===== src/common/fsp_pkg.sv =====
package fsp_pkg;
  localparam int ADDR_W = 13;
  localparam int PAGE_W = 5;
  localparam int DATA_W = 8;
  localparam int REG_AW = 3;
  localparam int LOCK_W = 2;
  localparam int CNT_W = 20;
  // halting section is the top 2K words, so every boot size fits in it
  localparam logic [ADDR_W-1:0] HALT_START = 13'h1800;
  localparam logic [ADDR_W-1:0] BOOT_START_256 = 13'h1F00;
  localparam logic [ADDR_W-1:0] BOOT_START_512 = 13'h1E00;
  localparam logic [ADDR_W-1:0] BOOT_START_1K = 13'h1C00;
  localparam logic [ADDR_W-1:0] BOOT_START_2K = 13'h1800;
  localparam logic [REG_AW-1:0] OFS_CTRL = 3'h0;
  localparam logic [REG_AW-1:0] OFS_LOCK = 3'h1;
  localparam logic [REG_AW-1:0] OFS_STAT = 3'h2;
  localparam logic [REG_AW-1:0] OFS_MASK = 3'h3;
  localparam int CTRL_EN = 0;
  localparam int CTRL_ERASE = 1;
  localparam int CTRL_WRITE = 2;
  localparam int CTRL_LOCKSET = 3;
  localparam int CTRL_BUSYCLR = 4;
  localparam int CTRL_BUSY = 6;
  localparam int CTRL_CMD_W = 5;
  localparam int LOCK_APP = 0;
  localparam int LOCK_BOOT = 1;
  localparam int STAT_DONE = 0;
  localparam int STAT_REFUSED = 1;
  localparam int STAT_W = 2;
  localparam logic [CTRL_CMD_W-1:0] CTRL_RST = 5'h00;
  localparam logic [LOCK_W-1:0] LOCK_RST = 2'h0;
  localparam logic [STAT_W-1:0] STAT_RST = 2'h0;
  localparam logic [1:0] FUSE_RST = 2'h0;
  localparam logic [CNT_W-1:0] CNT_ONE = 20'h00001;
  localparam int unsigned OP_TIME_NS = 4000000;
  localparam int unsigned CLK_PERIOD_NS = 4;
  localparam int unsigned OP_CYCLES_DFLT = (OP_TIME_NS + CLK_PERIOD_NS - 1) / CLK_PERIOD_NS;

  typedef enum logic [1:0] {
    FSP_IDLE = 2'b00,
    FSP_RUN = 2'b01,
    FSP_HALT = 2'b10
  } fsp_state_t;

  function automatic logic [ADDR_W-1:0] boot_start(input logic [1:0] fuses);
    logic [ADDR_W-1:0] s;
    case (fuses)
      2'h3: s = BOOT_START_256;
      2'h2: s = BOOT_START_512;
      2'h1: s = BOOT_START_1K;
      default: s = BOOT_START_2K;
    endcase
    return s;
  endfunction

  function automatic logic in_boot(input logic [ADDR_W-1:0] a, input logic [1:0] fuses);
    return a >= boot_start(fuses);
  endfunction

  function automatic logic in_halt(input logic [ADDR_W-1:0] a);
    return a >= HALT_START;
  endfunction
endpackage


===== src/hdl/fsp_flash_ctrl.sv =====
`timescale 1ns/100ps
// Function
// programming starts only for a store-program fetched from the boot loader section
// store-program executed from the application section is ignored
// boot loader store-program may target any flash address, boot section included
// boot size fuses set the application/boot loader boundary
// application section protection follows the application lock bits only
// boot loader section protection follows the boot loader lock bits only
// readable-section operations keep the core running, halting section readable
// halting-section operations stall the core, no section readable
// readable-section code is never returned during any operation
// busy flag reads one while the readable section is blocked; code sets it for readable-section operations only, not halting ones
// busy flag stays set after completion until software clears it
// the whole boot loader section lies inside the halting section
// software should mask interrupts while programming the readable section
// programming works on whole pages; normal reads ignore page layout
// lock bits set by software or programmer, cleared only by chip erase; code also clears them on rst
// stall releases by itself when a halting-section operation finishes
module fsp_flash_ctrl #(
  parameter int unsigned OP_CYCLES = fsp_pkg::OP_CYCLES_DFLT
) (
  // clock, reset, enable
  input wire logic core_clk,
  input wire logic rst,
  input wire logic ce,
  // register port
  input wire logic [fsp_pkg::REG_AW-1:0] reg_addr,
  input wire logic [fsp_pkg::DATA_W-1:0] reg_wdata,
  input wire logic reg_wr,
  input wire logic reg_rd,
  output logic [fsp_pkg::DATA_W-1:0] reg_rdata,
  output logic irq,
  // store-program instruction from the core
  input wire logic prog_valid,
  input wire logic [fsp_pkg::ADDR_W-1:0] prog_pc,
  input wire logic [fsp_pkg::ADDR_W-1:0] prog_addr,
  input wire logic [fsp_pkg::LOCK_W-1:0] prog_lock_val,
  // core fetch path
  input wire logic [fsp_pkg::ADDR_W-1:0] fetch_addr,
  output logic fetch_blocked,
  output logic core_stall,
  // flash array
  output logic flash_erase_req,
  output logic flash_write_req,
  output logic [fsp_pkg::ADDR_W-fsp_pkg::PAGE_W-1:0] flash_page,
  // pins
  input wire logic [1:0] boot_size_fuses,
  input wire logic chip_erase
);
  import fsp_pkg::*;

  logic [1:0] fuse_s1_q;
  logic [1:0] fuse_q;
  logic erase_s1_q;
  logic erase_q;
  logic [CTRL_CMD_W-1:0] ctrl_q;
  logic [STAT_W-1:0] stat_q;
  logic [STAT_W-1:0] mask_q;
  logic [DATA_W-1:0] rdata_q;
  logic busy_q;
  logic stall_q;
  logic erase_req_q;
  logic write_req_q;
  logic [ADDR_W-PAGE_W-1:0] page_q;
  fsp_state_t state_q;
  fsp_state_t state_d;
  logic [LOCK_W-1:0] lock_bits;
  logic op_done;
  logic pc_boot;
  logic tgt_boot;
  logic tgt_halt;
  logic tgt_locked;
  logic cmd_prog;
  logic prog_ok;
  logic go;
  logic refuse;
  logic lock_set;
  logic busy_clr;
  logic stat_rd;
  logic [STAT_W-1:0] events;

  // fuses and chip erase come from outside the clock domain
  always_ff @(posedge core_clk)
  begin
    if (rst)
    begin
      fuse_s1_q <= FUSE_RST;
      fuse_q <= FUSE_RST;
      erase_s1_q <= 1'b0;
      erase_q <= 1'b0;
    end
    else if (ce)
    begin
      fuse_s1_q <= boot_size_fuses;
      fuse_q <= fuse_s1_q;
      erase_s1_q <= chip_erase;
      erase_q <= erase_s1_q;
    end
  end

  assign pc_boot = in_boot(prog_pc, fuse_q);
  assign tgt_boot = in_boot(prog_addr, fuse_q);
  assign tgt_halt = in_halt(prog_addr);
  // each section consults only its own lock bit
  assign tgt_locked = tgt_boot ? lock_bits[LOCK_BOOT] : lock_bits[LOCK_APP];
  assign cmd_prog = ctrl_q[CTRL_ERASE] | ctrl_q[CTRL_WRITE];
  assign prog_ok = prog_valid & pc_boot & ctrl_q[CTRL_EN];
  // no address range check: boot code reaches the whole array
  assign go = prog_ok & cmd_prog & ~tgt_locked & (state_q == FSP_IDLE);
  assign lock_set = prog_ok & ~cmd_prog & ctrl_q[CTRL_LOCKSET];
  assign busy_clr = prog_ok & ~cmd_prog & ctrl_q[CTRL_BUSYCLR] & (state_q == FSP_IDLE);
  assign refuse = prog_valid & ~(go | (prog_ok & ~cmd_prog));
  assign stat_rd = reg_rd & (reg_addr == OFS_STAT);
  assign events = {refuse, op_done};

  fsp_op_timer #(
    .CYCLES(OP_CYCLES)
  ) u_timer (
    .core_clk(core_clk),
    .rst(rst),
    .ce(ce),
    .start(go),
    .done(op_done)
  );

  fsp_lock_bits u_lock (
    .core_clk(core_clk),
    .rst(rst),
    .ce(ce),
    .set_en(lock_set),
    .set_val(prog_lock_val),
    .chip_erase(erase_q),
    .lock_bits(lock_bits)
  );

  always_comb
  begin
    state_d = state_q;
    case (state_q)
      FSP_IDLE:
      begin
        if (go)
          state_d = tgt_halt ? FSP_HALT : FSP_RUN;
      end
      FSP_RUN, FSP_HALT:
      begin
        if (op_done)
          state_d = FSP_IDLE;
      end
      default: state_d = FSP_IDLE;
    endcase
  end

  always_ff @(posedge core_clk)
  begin
    if (rst)
      state_q <= FSP_IDLE;
    else if (ce)
      state_q <= state_d;
  end

  // stall covers the whole halting operation and drops with its end
  always_ff @(posedge core_clk)
  begin
    if (rst)
      stall_q <= 1'b0;
    else if (ce)
    begin
      if (go && tgt_halt)
        stall_q <= 1'b1;
      else if (op_done)
        stall_q <= 1'b0;
    end
  end

  // busy is sticky past completion so stale code is never run
  always_ff @(posedge core_clk)
  begin
    if (rst)
      busy_q <= 1'b0;
    else if (ce)
      busy_q <= (go & ~tgt_halt) | (busy_q & ~busy_clr);
  end

  // erase and write always act on a whole page
  always_ff @(posedge core_clk)
  begin
    if (rst)
    begin
      erase_req_q <= 1'b0;
      write_req_q <= 1'b0;
      page_q <= '0;
    end
    else if (ce)
    begin
      erase_req_q <= go & ctrl_q[CTRL_ERASE];
      write_req_q <= go & ~ctrl_q[CTRL_ERASE];
      if (go)
        page_q <= prog_addr[ADDR_W-1:PAGE_W];
    end
  end

  // command bits are one-shot: consumed by the next enabled boot-section instruction, refused or not
  always_ff @(posedge core_clk)
  begin
    if (rst)
      ctrl_q <= CTRL_RST;
    else if (ce)
    begin
      if (reg_wr && reg_addr == OFS_CTRL)
        ctrl_q <= reg_wdata[CTRL_CMD_W-1:0];
      else if (prog_ok)
        ctrl_q <= CTRL_RST;
    end
  end

  // events win over the clearing read
  always_ff @(posedge core_clk)
  begin
    if (rst)
      stat_q <= STAT_RST;
    else if (ce)
      stat_q <= (stat_rd ? STAT_RST : stat_q) | events;
  end

  always_ff @(posedge core_clk)
  begin
    if (rst)
      mask_q <= STAT_RST;
    else if (ce && reg_wr && reg_addr == OFS_MASK)
      mask_q <= reg_wdata[STAT_W-1:0];
  end

  always_ff @(posedge core_clk)
  begin
    if (rst)
      rdata_q <= '0;
    else if (ce)
    begin
      rdata_q <= '0;
      if (reg_rd)
      begin
        case (reg_addr)
          OFS_CTRL: rdata_q <= {1'b0, busy_q, 1'b0, ctrl_q};
          OFS_LOCK: rdata_q <= {{(DATA_W-LOCK_W){1'b0}}, lock_bits};
          OFS_STAT: rdata_q <= {{(DATA_W-STAT_W){1'b0}}, stat_q};
          OFS_MASK: rdata_q <= {{(DATA_W-STAT_W){1'b0}}, mask_q};
          default: rdata_q <= '0;
        endcase
      end
    end
  end

  assign reg_rdata = rdata_q;
  assign irq = |(stat_q & mask_q);
  // page layout never enters the fetch check
  assign fetch_blocked = stall_q | (busy_q & ~in_halt(fetch_addr));
  assign core_stall = stall_q;
  assign flash_erase_req = erase_req_q;
  assign flash_write_req = write_req_q;
  assign flash_page = page_q;

  a_start_from_boot: assert property (
    @(posedge core_clk) disable iff (rst)
    $rose(flash_erase_req | flash_write_req) |-> $past(prog_valid && pc_boot))
    else $error("flash operation started without boot section fetch");

  a_app_ignored: assert property (
    @(posedge core_clk) disable iff (rst)
    (ce && prog_valid && !pc_boot) |=> !(flash_erase_req || flash_write_req))
    else $error("application section store-program started an operation");

  a_lock_guard: assert property (
    @(posedge core_clk) disable iff (rst)
    (ce && prog_valid && tgt_locked) |=> !(flash_erase_req || flash_write_req))
    else $error("operation started on a locked section");

  a_run_no_stall: assert property (
    @(posedge core_clk) disable iff (rst)
    (state_q == FSP_RUN) |-> !core_stall && (fetch_blocked == !in_halt(fetch_addr)))
    else $error("readable-section operation stalls core or blocks halting fetch");

  a_halt_stall: assert property (
    @(posedge core_clk) disable iff (rst)
    (ce && go && tgt_halt) |=> core_stall && fetch_blocked && state_q == FSP_HALT)
    else $error("halting-section operation did not stall the core");

  a_busy_during_run: assert property (
    @(posedge core_clk) disable iff (rst)
    (ce && go && !tgt_halt) |=> busy_q [*2])
    else $error("busy flag not set for readable-section operation");

  a_busy_sticky: assert property (
    @(posedge core_clk) disable iff (rst)
    (busy_q && state_q == FSP_IDLE && !(ce && busy_clr)) |=> busy_q)
    else $error("busy flag dropped without software clear");

  a_boot_in_halt: assert property (
    @(posedge core_clk) disable iff (rst)
    (prog_valid && pc_boot) |-> in_halt(prog_pc))
    else $error("boot loader section extends below halting section");

  a_page_capture: assert property (
    @(posedge core_clk) disable iff (rst)
    (ce && go) |=> flash_page == $past(prog_addr[ADDR_W-1:PAGE_W]))
    else $error("page index not taken from target address");

  a_stall_release: assert property (
    @(posedge core_clk) disable iff (rst)
    (ce && op_done && state_q == FSP_HALT) |=> !core_stall && state_q == FSP_IDLE)
    else $error("stall not released at operation end");

  c_run_op: cover property (
    @(posedge core_clk) disable iff (rst)
    (ce && go && !tgt_halt) ##[1:1000] (ce && busy_clr));

  c_halt_op: cover property (
    @(posedge core_clk) disable iff (rst)
    $rose(core_stall) ##[1:1000] $fell(core_stall));

  c_refused: cover property (
    @(posedge core_clk) disable iff (rst)
    ce && refuse && !pc_boot);
endmodule


===== src/hdl/fsp_lock_bits.sv =====
`timescale 1ns/100ps
module fsp_lock_bits (
  // clock and reset
  input wire logic core_clk,
  input wire logic rst,
  input wire logic ce,
  // update
  input wire logic set_en,
  input wire logic [fsp_pkg::LOCK_W-1:0] set_val,
  input wire logic chip_erase,
  // state
  output logic [fsp_pkg::LOCK_W-1:0] lock_bits
);
  import fsp_pkg::*;
  logic [LOCK_W-1:0] lock_q;

  // software may only add protection; only chip erase or rst removes it
  always_ff @(posedge core_clk)
  begin
    if (rst)
      lock_q <= LOCK_RST;
    else if (ce)
    begin
      if (chip_erase)
        lock_q <= LOCK_RST;
      else if (set_en)
        lock_q <= lock_q | set_val;
    end
  end

  assign lock_bits = lock_q;
endmodule


===== src/hdl/fsp_op_timer.sv =====
`timescale 1ns/100ps
module fsp_op_timer #(
  parameter int unsigned CYCLES = fsp_pkg::OP_CYCLES_DFLT
) (
  // clock and reset
  input wire logic core_clk,
  input wire logic rst,
  input wire logic ce,
  // control
  input wire logic start,
  output logic done
);
  import fsp_pkg::*;
  logic [CNT_W-1:0] cnt_q;
  logic done_q;

  always_ff @(posedge core_clk)
  begin
    if (rst)
    begin
      cnt_q <= '0;
      done_q <= 1'b0;
    end
    else if (ce)
    begin
      done_q <= (cnt_q == CNT_ONE) && !start;
      if (start)
        cnt_q <= CNT_W'(CYCLES);
      else if (cnt_q != '0)
        cnt_q <= cnt_q - CNT_ONE;
    end
  end

  assign done = done_q;
endmodule

===== config.mk =====
export PLATFORM = sky130hd
export DESIGN_NAME = fsp_flash_ctrl
export DESIGN_NICKNAME = d
export VERILOG_FILES = /design/src/common/fsp_pkg.sv /design/src/hdl/fsp_flash_ctrl.sv /design/src/hdl/fsp_lock_bits.sv /design/src/hdl/fsp_op_timer.sv
export SDC_FILE = /design/constraint.sdc
export NUM_CORES = 1
export LEC_CHECK = 0
export ABC_CLOCK_PERIOD_IN_PS = 4500
export BUFFER_PORTS_ARGS = -buffer_cell sky130_fd_sc_hd__buf_4
export CELL_PAD_IN_SITES_DETAIL_PLACEMENT = 0
export CELL_PAD_IN_SITES_GLOBAL_PLACEMENT = 1
export CORE_MARGIN = 2
export CORE_UTILIZATION = 41
export DETAILED_ROUTE_END_ITERATION = 8
export GPL_ROUTABILITY_DRIVEN = 0
export HOLD_SLACK_MARGIN = 0.03
export MAX_ROUTING_LAYER = met4
export PLACE_DENSITY_LB_ADDON = 0.1
export REMOVE_ABC_BUFFERS = 1
export SKIP_LAST_GASP = 1
export SYNTH_ARGS = -nofsm -noshare
export SYNTH_HDL_FRONTEND = slang
export SYNTH_SLANG_ARGS = --single-unit
export TNS_END_PERCENT = 10

===== constraint.sdc =====
create_clock -name core_clk -period 4.5 [get_ports core_clk]
set_clock_uncertainty 0.05 [all_clocks]
set_input_delay 0.675 -clock core_clk [delete_from_list [all_inputs] [get_ports core_clk]]
set_output_delay 0.675 -clock core_clk [all_outputs]
set_load 0.05 [all_outputs]

==> results of run 1 <==
-- registers in the layout, summed over array words and instances (netlist names), 2 cells and up --
name / count
u_timer.cnt_q: 20
mask_q: 2
fuse_s1_q: 2
fuse_q: 2
flash_page: 8
reg_rdata: 6
ctrl_q: 5
stat_q: 2
u_lock.lock_bits: 2
state_q: 2
-- critical path, delay by kind of cell (launching register included) --
family,cells,cell delay [ns]
simple gates,5,1.48
fa+ha+maj,1,0.27
flops,1,0.34
compound gates,2,0.63
-- per-layer routing --
layer | track usage [%] | wire (um)
met5 | - | 0
met1 | 27.4 | 3550
met2 | 29.9 | 3180
met4 | 7.13 | 125
met3 | 4.24 | 286
-- cells by family after synthesis --
group,after synthesis,share of synthesized area [%]
and+or+nand+nor,147,27.3
AOI/OAI and AO/OA,77,17.8
DFF,58,40.2
buffers and inverters,30,4.55
muxes,10,4.33
adders and majority gates,9,3.90
xor gates and xnor gates,6,1.82
other,1,0.130
-- metrics by stage --
step	instances	setup slack (ns)	hold slack, ns
floorplan	322	1.94	0.384
detailed placement	483	1.31	0.395
global route	499	1.36	0.424
CTS	499	1.53	0.404
global placement	483	1.35	0.389
finish	499	1.59	0.401
-- synth_stat cells (4+ instances only) --
master and count:
sky130_fd_sc_hd__mux2i_1 8, sky130_fd_sc_hd__a22oi_1 11, sky130_fd_sc_hd__clkbuf_1 8, sky130_fd_sc_hd__a31oi_1 8, sky130_fd_sc_hd__buf_4 4, sky130_fd_sc_hd__xnor2_1 4, sky130_fd_sc_hd__nor3_1 9, sky130_fd_sc_hd__nand3_1 15
sky130_fd_sc_hd__nor4_1 6, sky130_fd_sc_hd__nor2b_1 4, sky130_fd_sc_hd__nand2_1 45, sky130_fd_sc_hd__a21oi_1 30, sky130_fd_sc_hd__inv_1 13, sky130_fd_sc_hd__nor2_1 33, sky130_fd_sc_hd__dfxtp_1 58, sky130_fd_sc_hd__o21ai_0 9
sky130_fd_sc_hd__ha_1 9, sky130_fd_sc_hd__nand4_1 6, sky130_fd_sc_hd__nand3b_1 4
-- final cells by class --
class                   count  area share [%]
multi-input cells         251            43.6
flip-flops and latches     58            31.7
repair buffers             65            13.3
clock buffers              11            4.13
well taps                  96            3.27
clock inverters             5            2.73
inverters                  13            1.33
-- worst paths after layout --
| path | cells past startpoint | end | slack, ns | from |
|---|---|---|---|---|
| max | 8 | u_timer.cnt_q[1] | 1.59 | fuse_q[1] |
| min | 2 | flash_page[0] | 0.40 | flash_page[0] |
| max reg2reg | 8 | u_timer.cnt_q[1] | 1.59 | fuse_q[1] |
| min reg2reg | 2 | flash_page[0] | 0.40 | flash_page[0] |
-- power breakdown --
part           leakage [nW]  internal (mW)  switching [mW]
sequential            0.471          0.600           0.103
combinational         0.867          0.299           0.391
clock                 0.129          0.396           0.209
==> impl_summary.md, run 1 <==
Pwr
The cell leakage power is 1.47 nW. The maximum VDD drop is 0.000243 V. The power density over the cells is 544 nW/um^2.

Power comes to 2.00 mW.

Yosys
The synthesized area is 2890 um^2. The average instance in the mapped netlist occupies 8.54 um^2. The synthesized design devotes to its leading area cell type 40.2% of total area. After synthesis the netlist holds a flip-flop and latch count of 58. The number of synthesis warnings is 0.

Synthesis produced 338 cells. After synthesis, the cell types taking the most area are sky130_fd_sc_hd__dfxtp_1 40%, sky130_fd_sc_hd__nand2_1 5.8%, sky130_fd_sc_hd__a21oi_1 5.2%. Of all cell types, the one taking the most synthesized area is sky130_fd_sc_hd__dfxtp_1. Of all flip-flops after synthesis, the portion carrying an async set or reset was 0%.

The number of synthesized flops with an enable pin is 0. The number of distinct library cells after synthesis is 54. The flip-flop cell with the highest count after synthesis is sky130_fd_sc_hd__dfxtp_1. The sequential fraction of the synthesis area is 40.2%.

Worst setup path
The delay of the slowest critical-path stage is 0.66 ns. The worst setup path is captured at a flip-flop. The slowest stage cell on the critical path is sky130_fd_sc_hd__nand4_2. The path type of the worst setup path is reg -> reg. The required time of the critical path is 4.65 ns. The data arrival time of the critical path is 3.06 ns. The peak fanout along the critical path is 24. STA classifies the critical path startpoint as a flip-flop. Traced cell by cell, the critical path runs through and2_1 -> ha_1 -> and4b_1 -> nand3_2 -> a311oi_4 -> nand4_2 -> nand4_1 -> o31ai_1.

Floorplanning
In this run the horizontal extent of the chip is 87.9 um. During I/O placement, the number of pins put on the boundary was 82. The floorplan has 30 rows.

In this run the standard cell core region covers 6790 um^2. The effective utilization at floorplan is 42.5%. The die covers 7730 um^2. The die is 87.9 um tall.

Timing
Subtracting the final worst setup slack from the clock period gives 2.91 ns. In the final timing run, aggregate negative setup slack is 0 ns. For this run, the top clock speed supported by timing is 344 MHz. The actual slew at the worst max-slew pin is 0.782 ns. Setup repair after global routing left no endpoint under its margin. The setup-violating endpoint count in the final report is 0. The number of slew-limit violations in the final report is 0. Measured against its own limit, the worst slew margin works out to 47.1%.

In the finished design, the share of the clock period the worst path needs comes to 64.7%. The final count of hold timing violations is 0.

Routing
Dividing the detail-routed wire length by the instance count gives 14.3 um. In this run the remaining antenna-violating nets after routing total 0. In the routed design, unresolved DRC markers number 0.

The first-pass iteration count of the detailed router is 4. Summing over every cut layer, the via total after detailed routing is 2686. The total routed wirelength is 7150 um. Dividing the detail-routed via count by the number of cells gives 5.38. The number of DRC violations after detailed-routing iteration 0 is 98.

Cells and area
The number of nets in the finished design is 468. The final cell area excluding filler cells is 3670 um^2. The final core utilization is 54.0%. Registers take 1160 um^2. The multi-input combinational cells in the finished layout cover a total of 1600 um^2. Of the cells placed in the final design, the portion with a size suffix greater than 1 is 24.1%. The filler cells instantiated in the layout total 677. The leading cell type in the layout, fill and taps excluded is sky130_fd_sc_hd__buf_4.

The signed area change from the synthesized netlist to the final layout is 27.0%. The library cells used most frequently in the layout, excluding fill and tap cells, are 65 x sky130_fd_sc_hd__buf_4, 58 x sky130_fd_sc_hd__dfxtp_1, 45 x sky130_fd_sc_hd__nand2_1, 33 x sky130_fd_sc_hd__nor2_1, 30 x sky130_fd_sc_hd__a21oi_1. The number of antenna diodes in the final layout is 0.

Clocking
The number of hold buffers added after CTS was 0. After clock tree synthesis, the setup repair step added 0 buffers. The CTS tree is yes.

The clock passes through at most 2 buffers. The clock drives 58 sinks. In this run the clock root is driven by a sky130_fd_sc_hd__clkbuf_8.

The clock reaches the later pin of the worst-skew pair after 0.34 ns. The clock transition at the register clock pins on the worst setup and hold paths after CTS is 0.07 ns. The number of instances resized during post-cts repair is 0.

The number of CTS-inserted buffers is 9. The clock tree synthesis step divided the H-tree into 3 levels.

GRT
The overall global routing resource usage is 20.2%. The via count of the first global-routing pass came to 2481. The initial antenna violation count is 0. The first global-routing pass estimated 11900 um of wire. The remaining global-route overflow is 0. The maximum number of pins on one net before global-route repair is 58.

Min path
The worst hold path class is reg -> reg.

Placement
The placed instances occupy a cell area of 3420 um^2. The half-perimeter wire length of the detailed placement result is 4970 um. In this run the tool buffered the top-level ports with 65 buffer cells.

Outcome
The run finished with clean final reports.

Run
Max-cap violations in this run came to 0.
Note: power is estimated with default switching activity, not from simulation.
==> run 2, diff against run 1 <==
--- a/config.mk
+++ b/config.mk
@@ -5,12 +5,12 @@
 export SDC_FILE = /design/constraint.sdc
 export NUM_CORES = 1
 export LEC_CHECK = 0
-export ABC_CLOCK_PERIOD_IN_PS = 4500
+export ABC_CLOCK_PERIOD_IN_PS = 2750
 export BUFFER_PORTS_ARGS = -buffer_cell sky130_fd_sc_hd__buf_4
 export CELL_PAD_IN_SITES_DETAIL_PLACEMENT = 0
 export CELL_PAD_IN_SITES_GLOBAL_PLACEMENT = 1
 export CORE_MARGIN = 2
-export CORE_UTILIZATION = 41
+export CORE_UTILIZATION = 38
 export DETAILED_ROUTE_END_ITERATION = 8
 export GPL_ROUTABILITY_DRIVEN = 0
 export HOLD_SLACK_MARGIN = 0.03
==> constraint.sdc (replaced) <==
create_clock -name core_clk -period 2.75 [get_ports core_clk]
set_clock_uncertainty 0.05 [all_clocks]
set_input_delay 0.4125 -clock core_clk [delete_from_list [all_inputs] [get_ports core_clk]]
set_output_delay 0.4125 -clock core_clk [all_outputs]
set_load 0.05 [all_outputs]
==> impl_summary.md, run 2 (synthesized netlist as in run 1, its figures left out) <==
Pwr
Power spread over the standard cell area amounts to 829 nW/um^2. In this run, flip-flops and latches consume 37.4% of the power. The portion of total power attributed to the clock network is 23.3%. The cell internal power dissipation is 1.88 mW. Combinational logic burns 39.3% of the power. Net switching is 38.8% of the power.

The net switching power is 1.19 mW. The cell leakage power is 1.49 nW. The maximum VDD drop is 0.000344 V.

Worst setup path
The origin of the worst setup path is fuse_q[1]. The path type of the worst setup path is reg -> reg. The worst reg-to-reg setup slack is 0.28 ns.

Of all nets on the critical path, the largest fanout is 21. The reg-to-reg startpoint is fuse_q[1]. The worst reg2reg path depth is 9. STA classifies the critical path startpoint as a flip-flop. The most critical setup path has its endpoint at u_timer.cnt_q[5].

The sort of element at the end of the critical path is a flip-flop. For the worst setup path, the data required time is 2.90 ns. The destination of the worst register-to-register timing path is u_timer.cnt_q[5]. Data on the critical path arrives at its endpoint at 2.61 ns.

Clocking
After clock tree synthesis, the flow added hold-fix buffers numbering 0. CTS saw 58 sinks. The number of H-tree levels is 3.

The clock passes through at most 2 buffers. The root buffer selected by CTS is sky130_fd_sc_hd__clkbuf_8. At the later pin of the worst-skew pair, clock insertion delay measures 0.34 ns. Buffers inserted during clock tree synthesis total 9.

TritonCTS built the clock tree. The number of setup buffers added after CTS is 0. The clock transition at the register clock pins on the worst setup and hold paths after CTS is 0.07 ns. The number of instances resized during post-cts repair is 0.

Placement
In this run the tool buffered the top-level ports with 65 buffer cells. The number of placed cells counting well taps is 498. Detailed placement finished with a half-perimeter wire length of 5160 um. Once placement finished, the instance area stood at 3520 um^2.

Routing
Dividing the detail-routed wire length by the instance count gives 13.9 um. After detailed routing, the number of remaining DRC violations is 0. The first-pass iteration count of the detailed router is 4. The routed length on met3 is 431 um. Wires add up to 7160 um. The number of DRC violations after detailed-routing iteration 0 is 146. Summed over all nets, wire length on met2 after detailed routing comes to 3090 um.

Using the TritonRoute via totals, the vias-per-cell ratio works out to 5.30. The uppermost layer routed is met4. The number of nets with antenna violations after routing is 0.

Detailed routing inserted a total of 2725 vias. For this block, wires on met1 add up to 3580 um.

Cells and area
The library cell used most frequently in the layout, excluding fill and tap cells, is sky130_fd_sc_hd__buf_4. The signed area change from the synthesized netlist to the final layout is 28.2%. After routing the design area is 3700 um^2.

The share of layout cells above drive strength 1 is 26.3%. In the layout the commonest cells are 76 x sky130_fd_sc_hd__buf_4, 58 x sky130_fd_sc_hd__dfxtp_1, 45 x sky130_fd_sc_hd__nand2_1, 33 x sky130_fd_sc_hd__nor2_1, 30 x sky130_fd_sc_hd__a21oi_1. The number of nets in the finished design is 480. The count of placed standard cells in the final layout, fillers left out is 514. The register with the most flip-flops is u_timer.cnt_q. The final core utilization is 50.8%.

The number of flip-flops in the largest register is 20. The antenna diode instance count is 0.

Floorplanning
The effective utilization at floorplan is 39.6%. During I/O placement, the number of pins put on the boundary was 82. The die is 91.2 um tall. The area of the die is 8310 um^2. The core area is 7290 um^2. The row count is 31. The horizontal extent of the die is 91.2 um.

GRT
Entering global routing, the biggest net connects 58 pins. The initial antenna violation count was 0. The via count of the first global-routing pass is 2536. For this run, the total global-route usage over all layers was measured as 19.1%. The total overflow left after global routing is 0. The first global-routing pass estimated 12400 um of wire.

Min path
The worst hold path class is in -> reg.

Timing
The worst slew margin relative to its limit is 59.0%. Setup repair after global routing left no endpoint under its margin. The worst path needs 2.47 ns of the cycle, external delays included.

The final count of hold timing violations came to 0. The number of slew-limit violations in the final report is 0. Based on the critical path, the design can be clocked at up to 406 MHz. The share of the cycle needed by the critical path after routing is 89.6%. For the pin with the worst max-slew slack, the measured transition is 0.615 ns. In the final timing run, aggregate negative setup slack is 0 ns. Setup violations remaining at the end of the flow were counted as 0.

Run
The tool flagged a number of max-cap violations equal to 0.

Outcome
The run finished with clean final reports.
## run 2: worst min-delay path by stage
stage                         end  slack [ns]  cells after the start          startpoint
finish               fuse_s1_q[1]        0.26                      3  boot_size_fuses[1]
global route         fuse_s1_q[0]        0.26                      3  boot_size_fuses[0]
CTS                  fuse_s1_q[1]        0.24                      3  boot_size_fuses[1]
detailed placement  flash_page[4]        0.39                      2       flash_page[4]
global placement    flash_page[2]        0.39                      2       flash_page[2]
floorplan              state_q[0]        0.38                      2          state_q[0]
## run 2: per-layer routing
| layer | track usage, % | vias up |
|---|---|---|
| li1 | - | 1378 |
| met1 | 26.4 | 1254 |
| met2 | 26.9 | 84 |
| met3 | 6.14 | 9 |
| met4 | 4.92 | 0 |
| met5 | - | - |
## run 2: power by group through the flow
stage	sequential (mW)	combinational, mW	clock, mW
6_report	1.15	1.21	0.714
5_1_grt	1.18	1.38	0.769
4_1_cts	1.15	1.20	0.731
3_5_place_dp	1.16	1.20	0
3_3_place_gp	1.16	1.18	0
2_1_floorplan	1.13	0.861	0
## run 2: area by class of cell
cell class                 instances  area (um^2)
fill                             748         3590
timing repair buffer              77          591
sequential                        58         1160
inverter                          13         48.8
multi-input combinational        251         1600
tap                               99          124
clock buffer                      10          138
clock inverter                     6         41.3
## run 2: metrics by stage
| step | worst slack, ns | hold slack, ns | total power [mW] |
|---|---|---|---|
| after floorplan | 0.415 | 0.384 | 1.99 |
| after global placement | 0.250 | 0.389 | 2.34 |
| after detailed placement | 0.210 | 0.395 | 2.37 |
| after CTS | 0.286 | 0.244 | 3.08 |
| after global routing | 0.0654 | 0.258 | 3.33 |
| final | 0.285 | 0.258 | 3.07 |
## run 2: worst max-delay path: stages, from the launching register on
cell                       delay [ns]
sky130_fd_sc_hd__dfxtp_1         0.33
sky130_fd_sc_hd__and2_1          0.18
sky130_fd_sc_hd__ha_1            0.26
sky130_fd_sc_hd__and4b_1         0.19
sky130_fd_sc_hd__nand3_2         0.11
sky130_fd_sc_hd__a311oi_4        0.49
sky130_fd_sc_hd__nand4_2         0.28
sky130_fd_sc_hd__buf_12          0.24
sky130_fd_sc_hd__o311ai_1        0.08
sky130_fd_sc_hd__a21oi_1         0.09
==> run 3, diff against run 2 <==
--- a/config.mk
+++ b/config.mk
@@ -10,7 +10,7 @@
 export CELL_PAD_IN_SITES_DETAIL_PLACEMENT = 0
 export CELL_PAD_IN_SITES_GLOBAL_PLACEMENT = 1
 export CORE_MARGIN = 2
-export CORE_UTILIZATION = 38
+export CORE_UTILIZATION = 39
 export DETAILED_ROUTE_END_ITERATION = 8
 export GPL_ROUTABILITY_DRIVEN = 0
 export HOLD_SLACK_MARGIN = 0.03
@@ -20,5 +20,6 @@
 export SKIP_LAST_GASP = 1
 export SYNTH_ARGS = -nofsm -noshare
 export SYNTH_HDL_FRONTEND = slang
+export SYNTH_HIERARCHICAL = 1
 export SYNTH_SLANG_ARGS = --single-unit
 export TNS_END_PERCENT = 10
==> impl_summary.md, run 3 <==
Routing
Dividing the detail-routed via count by the number of cells gives 5.24. Summing over every cut layer, the via total after detailed routing is 2799. In the routed design, unresolved DRC markers number 0. The number of nets with antenna violations after routing is 0.

The total routed wirelength is 7450 um. The first-pass iteration count of the detailed router is 4. For this block, the initial DRC count from the detailed router was 79.

After detailed routing, the average wire length per cell comes to 13.9 um.

Clocking
Buffers inserted to repair hold after CTS numbered 0. The number of buffers between clock root and the deepest sink is 2. The number of H-tree levels is 3. The CTS tree is yes. Counting every sink on the clock net gives 58.

The number of CTS-inserted buffers is 9. After clock tree synthesis, the clock-pin slew on the worst setup and hold paths is 0.06 ns. The later pin in the worst-skew pair is clocked with a latency of 0.33 ns. The tree is rooted in a sky130_fd_sc_hd__clkbuf_8.

Worst setup path
The number of buffers and inverters on the critical path is 2. The data arrival time of the critical path is 3.23 ns. The peak fanout along the critical path is 5. The delay of the slowest critical-path stage is 0.47 ns. The family of cells with the greatest summed delay on the critical path is simple AND/OR/NAND/NOR gates.

STA classifies the critical path startpoint as a flip-flop. At the worst endpoint, the required time is 2.94 ns. The slowest stage cell on the critical path is sky130_fd_sc_hd__or4b_4. The sort of element at the end of the critical path is a flip-flop. The path type of the worst setup path is reg -> reg. Traced cell by cell, the critical path runs through nor2_4 -> ha_4 -> or4b_4 -> nor4_4 -> mux2_4 -> nand4_4 -> inv_2 -> nor3_4 -> nand4_1 -> buf_4 -> o21a_1 -> a211oi_1.

Timing
The shortest clock period the worst path allows after layout is 3.04 ns. The number of slew-limit violations in the final report is 0. The setup-violating endpoint count in the final report is 19. The final count of hold timing violations is 0. Measured against its own limit, the worst slew margin works out to 54.9%. The timing-limited maximum frequency is 329 MHz. Setup repair after global routing could not meet its margin everywhere. The actual slew at the worst max-slew pin is 0.676 ns. The worst-case setup margin in the final layout is -0.287 ns.

Dividing the final minimum period by the clock period gives 110%.

Yosys
In the synthesized netlist, the cells that appear most often are 58 x sky130_fd_sc_hd__dfxtp_1, 36 x sky130_fd_sc_hd__nand2_1, 33 x sky130_fd_sc_hd__nor2_1. The most numerous cell in the Yosys netlist is sky130_fd_sc_hd__dfxtp_1. The top cell type by total area after synthesis is sky130_fd_sc_hd__dfxtp_1. The proportion of register bits with asynchronous set or reset after synthesis is 0%. The proportion of netlist area held by the largest area contributor is 38.4%. After synthesis, the cell types taking the most area are sky130_fd_sc_hd__dfxtp_1 38%, sky130_fd_sc_hd__mux2i_1 5.3%, sky130_fd_sc_hd__nand2_1 4.5%. Of the synthesized area, sequential elements account for 38.4%.

The synthesized netlist contains 63 unique library cells. Counting flops with a built-in enable in the synthesized netlist gives 0. The number of synthesis warnings is 6.

The number of storage elements in the synthesis netlist is 58. The flip-flop cell with the highest count after synthesis is sky130_fd_sc_hd__dfxtp_1. The mean instance size in the synthesized netlist is 8.96 um^2.

Summing every instance area after synthesis gives 3020 um^2. The count of mapped cells out of synthesis is 337.

GRT
Across every metal layer, demand over resource in global routing totals 19.1%. Entering global routing, the biggest net connects 35 pins. Summed over all layers, the global routing overflow is 0. The first global-routing pass estimated 12500 um of wire. The via count of the first global-routing pass was 2734. The initial antenna violation count is 0.

Run
Max-cap violations in this run came to 0.

Cells and area
Ranked by flip-flop count, first place goes to u_timer/cnt_q. The count of placed standard cells in the final layout, fillers left out is 534. The register with the most flip-flops in the layout has 20 of them. The top cell types in the final layout, fill and taps aside, are 92 x sky130_fd_sc_hd__buf_4, 56 x sky130_fd_sc_hd__dfxtp_1, 36 x sky130_fd_sc_hd__nand2_1, 32 x sky130_fd_sc_hd__nor2_1, 22 x sky130_fd_sc_hd__a21oi_1. The share of layout cells above drive strength 1 is 31.0%. The final core utilization is 52.4%. The finished cells cover 3990 um^2. The antenna diode instance count is 0. The leading cell type in the layout, fill and taps excluded is sky130_fd_sc_hd__buf_4. The signed area change from the synthesized netlist to the final layout is 32.1%. The number of nets in the finished design is 498.

Floorplanning
The initial utilization of the core area, before any placement, comes to 39.7%. The core area is 7610 um^2. The chip height is 92.0 um. The die covers 8460 um^2.

The horizontal extent of the die is 92.0 um. The floorplan has 32 rows. 82 I/O pins were placed.

Pwr
Summed over all cells, the static leakage comes to 1.64 nW. Across the VDD grid, the largest voltage drop is 0.000704 V. The power density over the cells is 822 nW/um^2. Power comes to 3.28 mW.

Outcome
The checks that failed: setup timing. The run finished, with violations left.

Placement
Timing analysis after detailed placement gives a worst setup slack of -0.618 ns. The total cell area at the placement stage is 3750 um^2. The number of placed cells counting well taps is 517. Input and output buffers added on the ports amount to 65.

The half-perimeter wire length of the detailed placement result is 5500 um.

Min path
The path class of the tightest hold or removal check is in -> reg.
-- run 3: changes by cell type after synthesis, moves of 5 or more --
cell                      before  now
sky130_fd_sc_hd__nand2_1      45   36
sky130_fd_sc_hd__mux2i_1       8   16
sky130_fd_sc_hd__a22oi_1      11    4
sky130_fd_sc_hd__a21oi_1      30   23
sky130_fd_sc_hd__a211o_1       0    5
sky130_fd_sc_hd__inv_1        13   18
-- run 3: metal layers --
layer	vias up	routed length (um)	GRT usage (%)
li1	1411	-	-
met1	1341	3270	21.1
met2	41	3910	33.5
met3	6	198	4.35
met4	0	66	7.21
met5	-	0	-
-- run 3: path summary, 6_finish.rpt --
path                      start               end  slack, ns  cells after the start
setup reg to reg      fuse_q[0]  u_timer/cnt_q[1]      -0.29                     12
hold / removal       chip_erase        erase_s1_q       0.27                      3
hold reg to reg   flash_page[4]     flash_page[4]       0.41                      2
setup / recovery      fuse_q[0]  u_timer/cnt_q[1]      -0.29                     12
-- run 3: cell type report --
type	instances	area, um^2
Tap cell	102	128
Clock buffer	13	149
Fill cell	762	3620
Clock inverter	3	15.0
Sequential cell	58	1160
Timing Repair Buffer	93	702
Multi-Input combinational cell	246	1760
Inverter	19	71.3
-- run 3: power by group --
part           internal [mW]  switching [mW]  total [mW]
clock network          0.348           0.318       0.666
logic                  0.694           0.768        1.46
registers              0.980           0.170        1.15
-- run 3: logic make-up after synthesis --
family	count (synthesis)	synth area share [%]
flip-flops	58	38.4
AO/OA/AOI/OAI	71	16.9
other	1	0.124
buffers and inverters	34	5.34
XOR/XNOR	11	3.19
multiplexers	19	7.29
AND/OR/NAND/NOR	133	24.5
adder cells (fa/ha/maj)	10	4.14
-- run 3: through the flow --
stage | hold slack, ns | TNS, ns
floorplan | 0.390 | -9.67
global placement | 0.394 | -10.15
detailed placement | 0.401 | -10.75
CTS | 0.242 | -6.84
global route | 0.259 | -7.30
finish | 0.265 | -4.29
-- run 3: repair_timing --
item | CTS | global route
pin swaps | 11 | 7
endpoints found under the hold margin | 0 | 0
resized for setup | 11 | 6
endpoints found under the setup margin | 21 | 21
setup buffers | 1 | 0
-- run 3: worst reg2reg max path, cell delays in order, from the launching register on --
cell and delay (ns):
sky130_fd_sc_hd__dfxtp_2 0.35, sky130_fd_sc_hd__nor2_4 0.05, sky130_fd_sc_hd__ha_4 0.25, sky130_fd_sc_hd__or4b_4 0.47, sky130_fd_sc_hd__nor4_4 0.26, sky130_fd_sc_hd__mux2_4 0.35
sky130_fd_sc_hd__nand4_4 0.09, sky130_fd_sc_hd__inv_2 0.06, sky130_fd_sc_hd__nor3_4 0.14, sky130_fd_sc_hd__nand4_1 0.16, sky130_fd_sc_hd__buf_4 0.21, sky130_fd_sc_hd__o21a_1 0.26
sky130_fd_sc_hd__a211oi_1 0.26
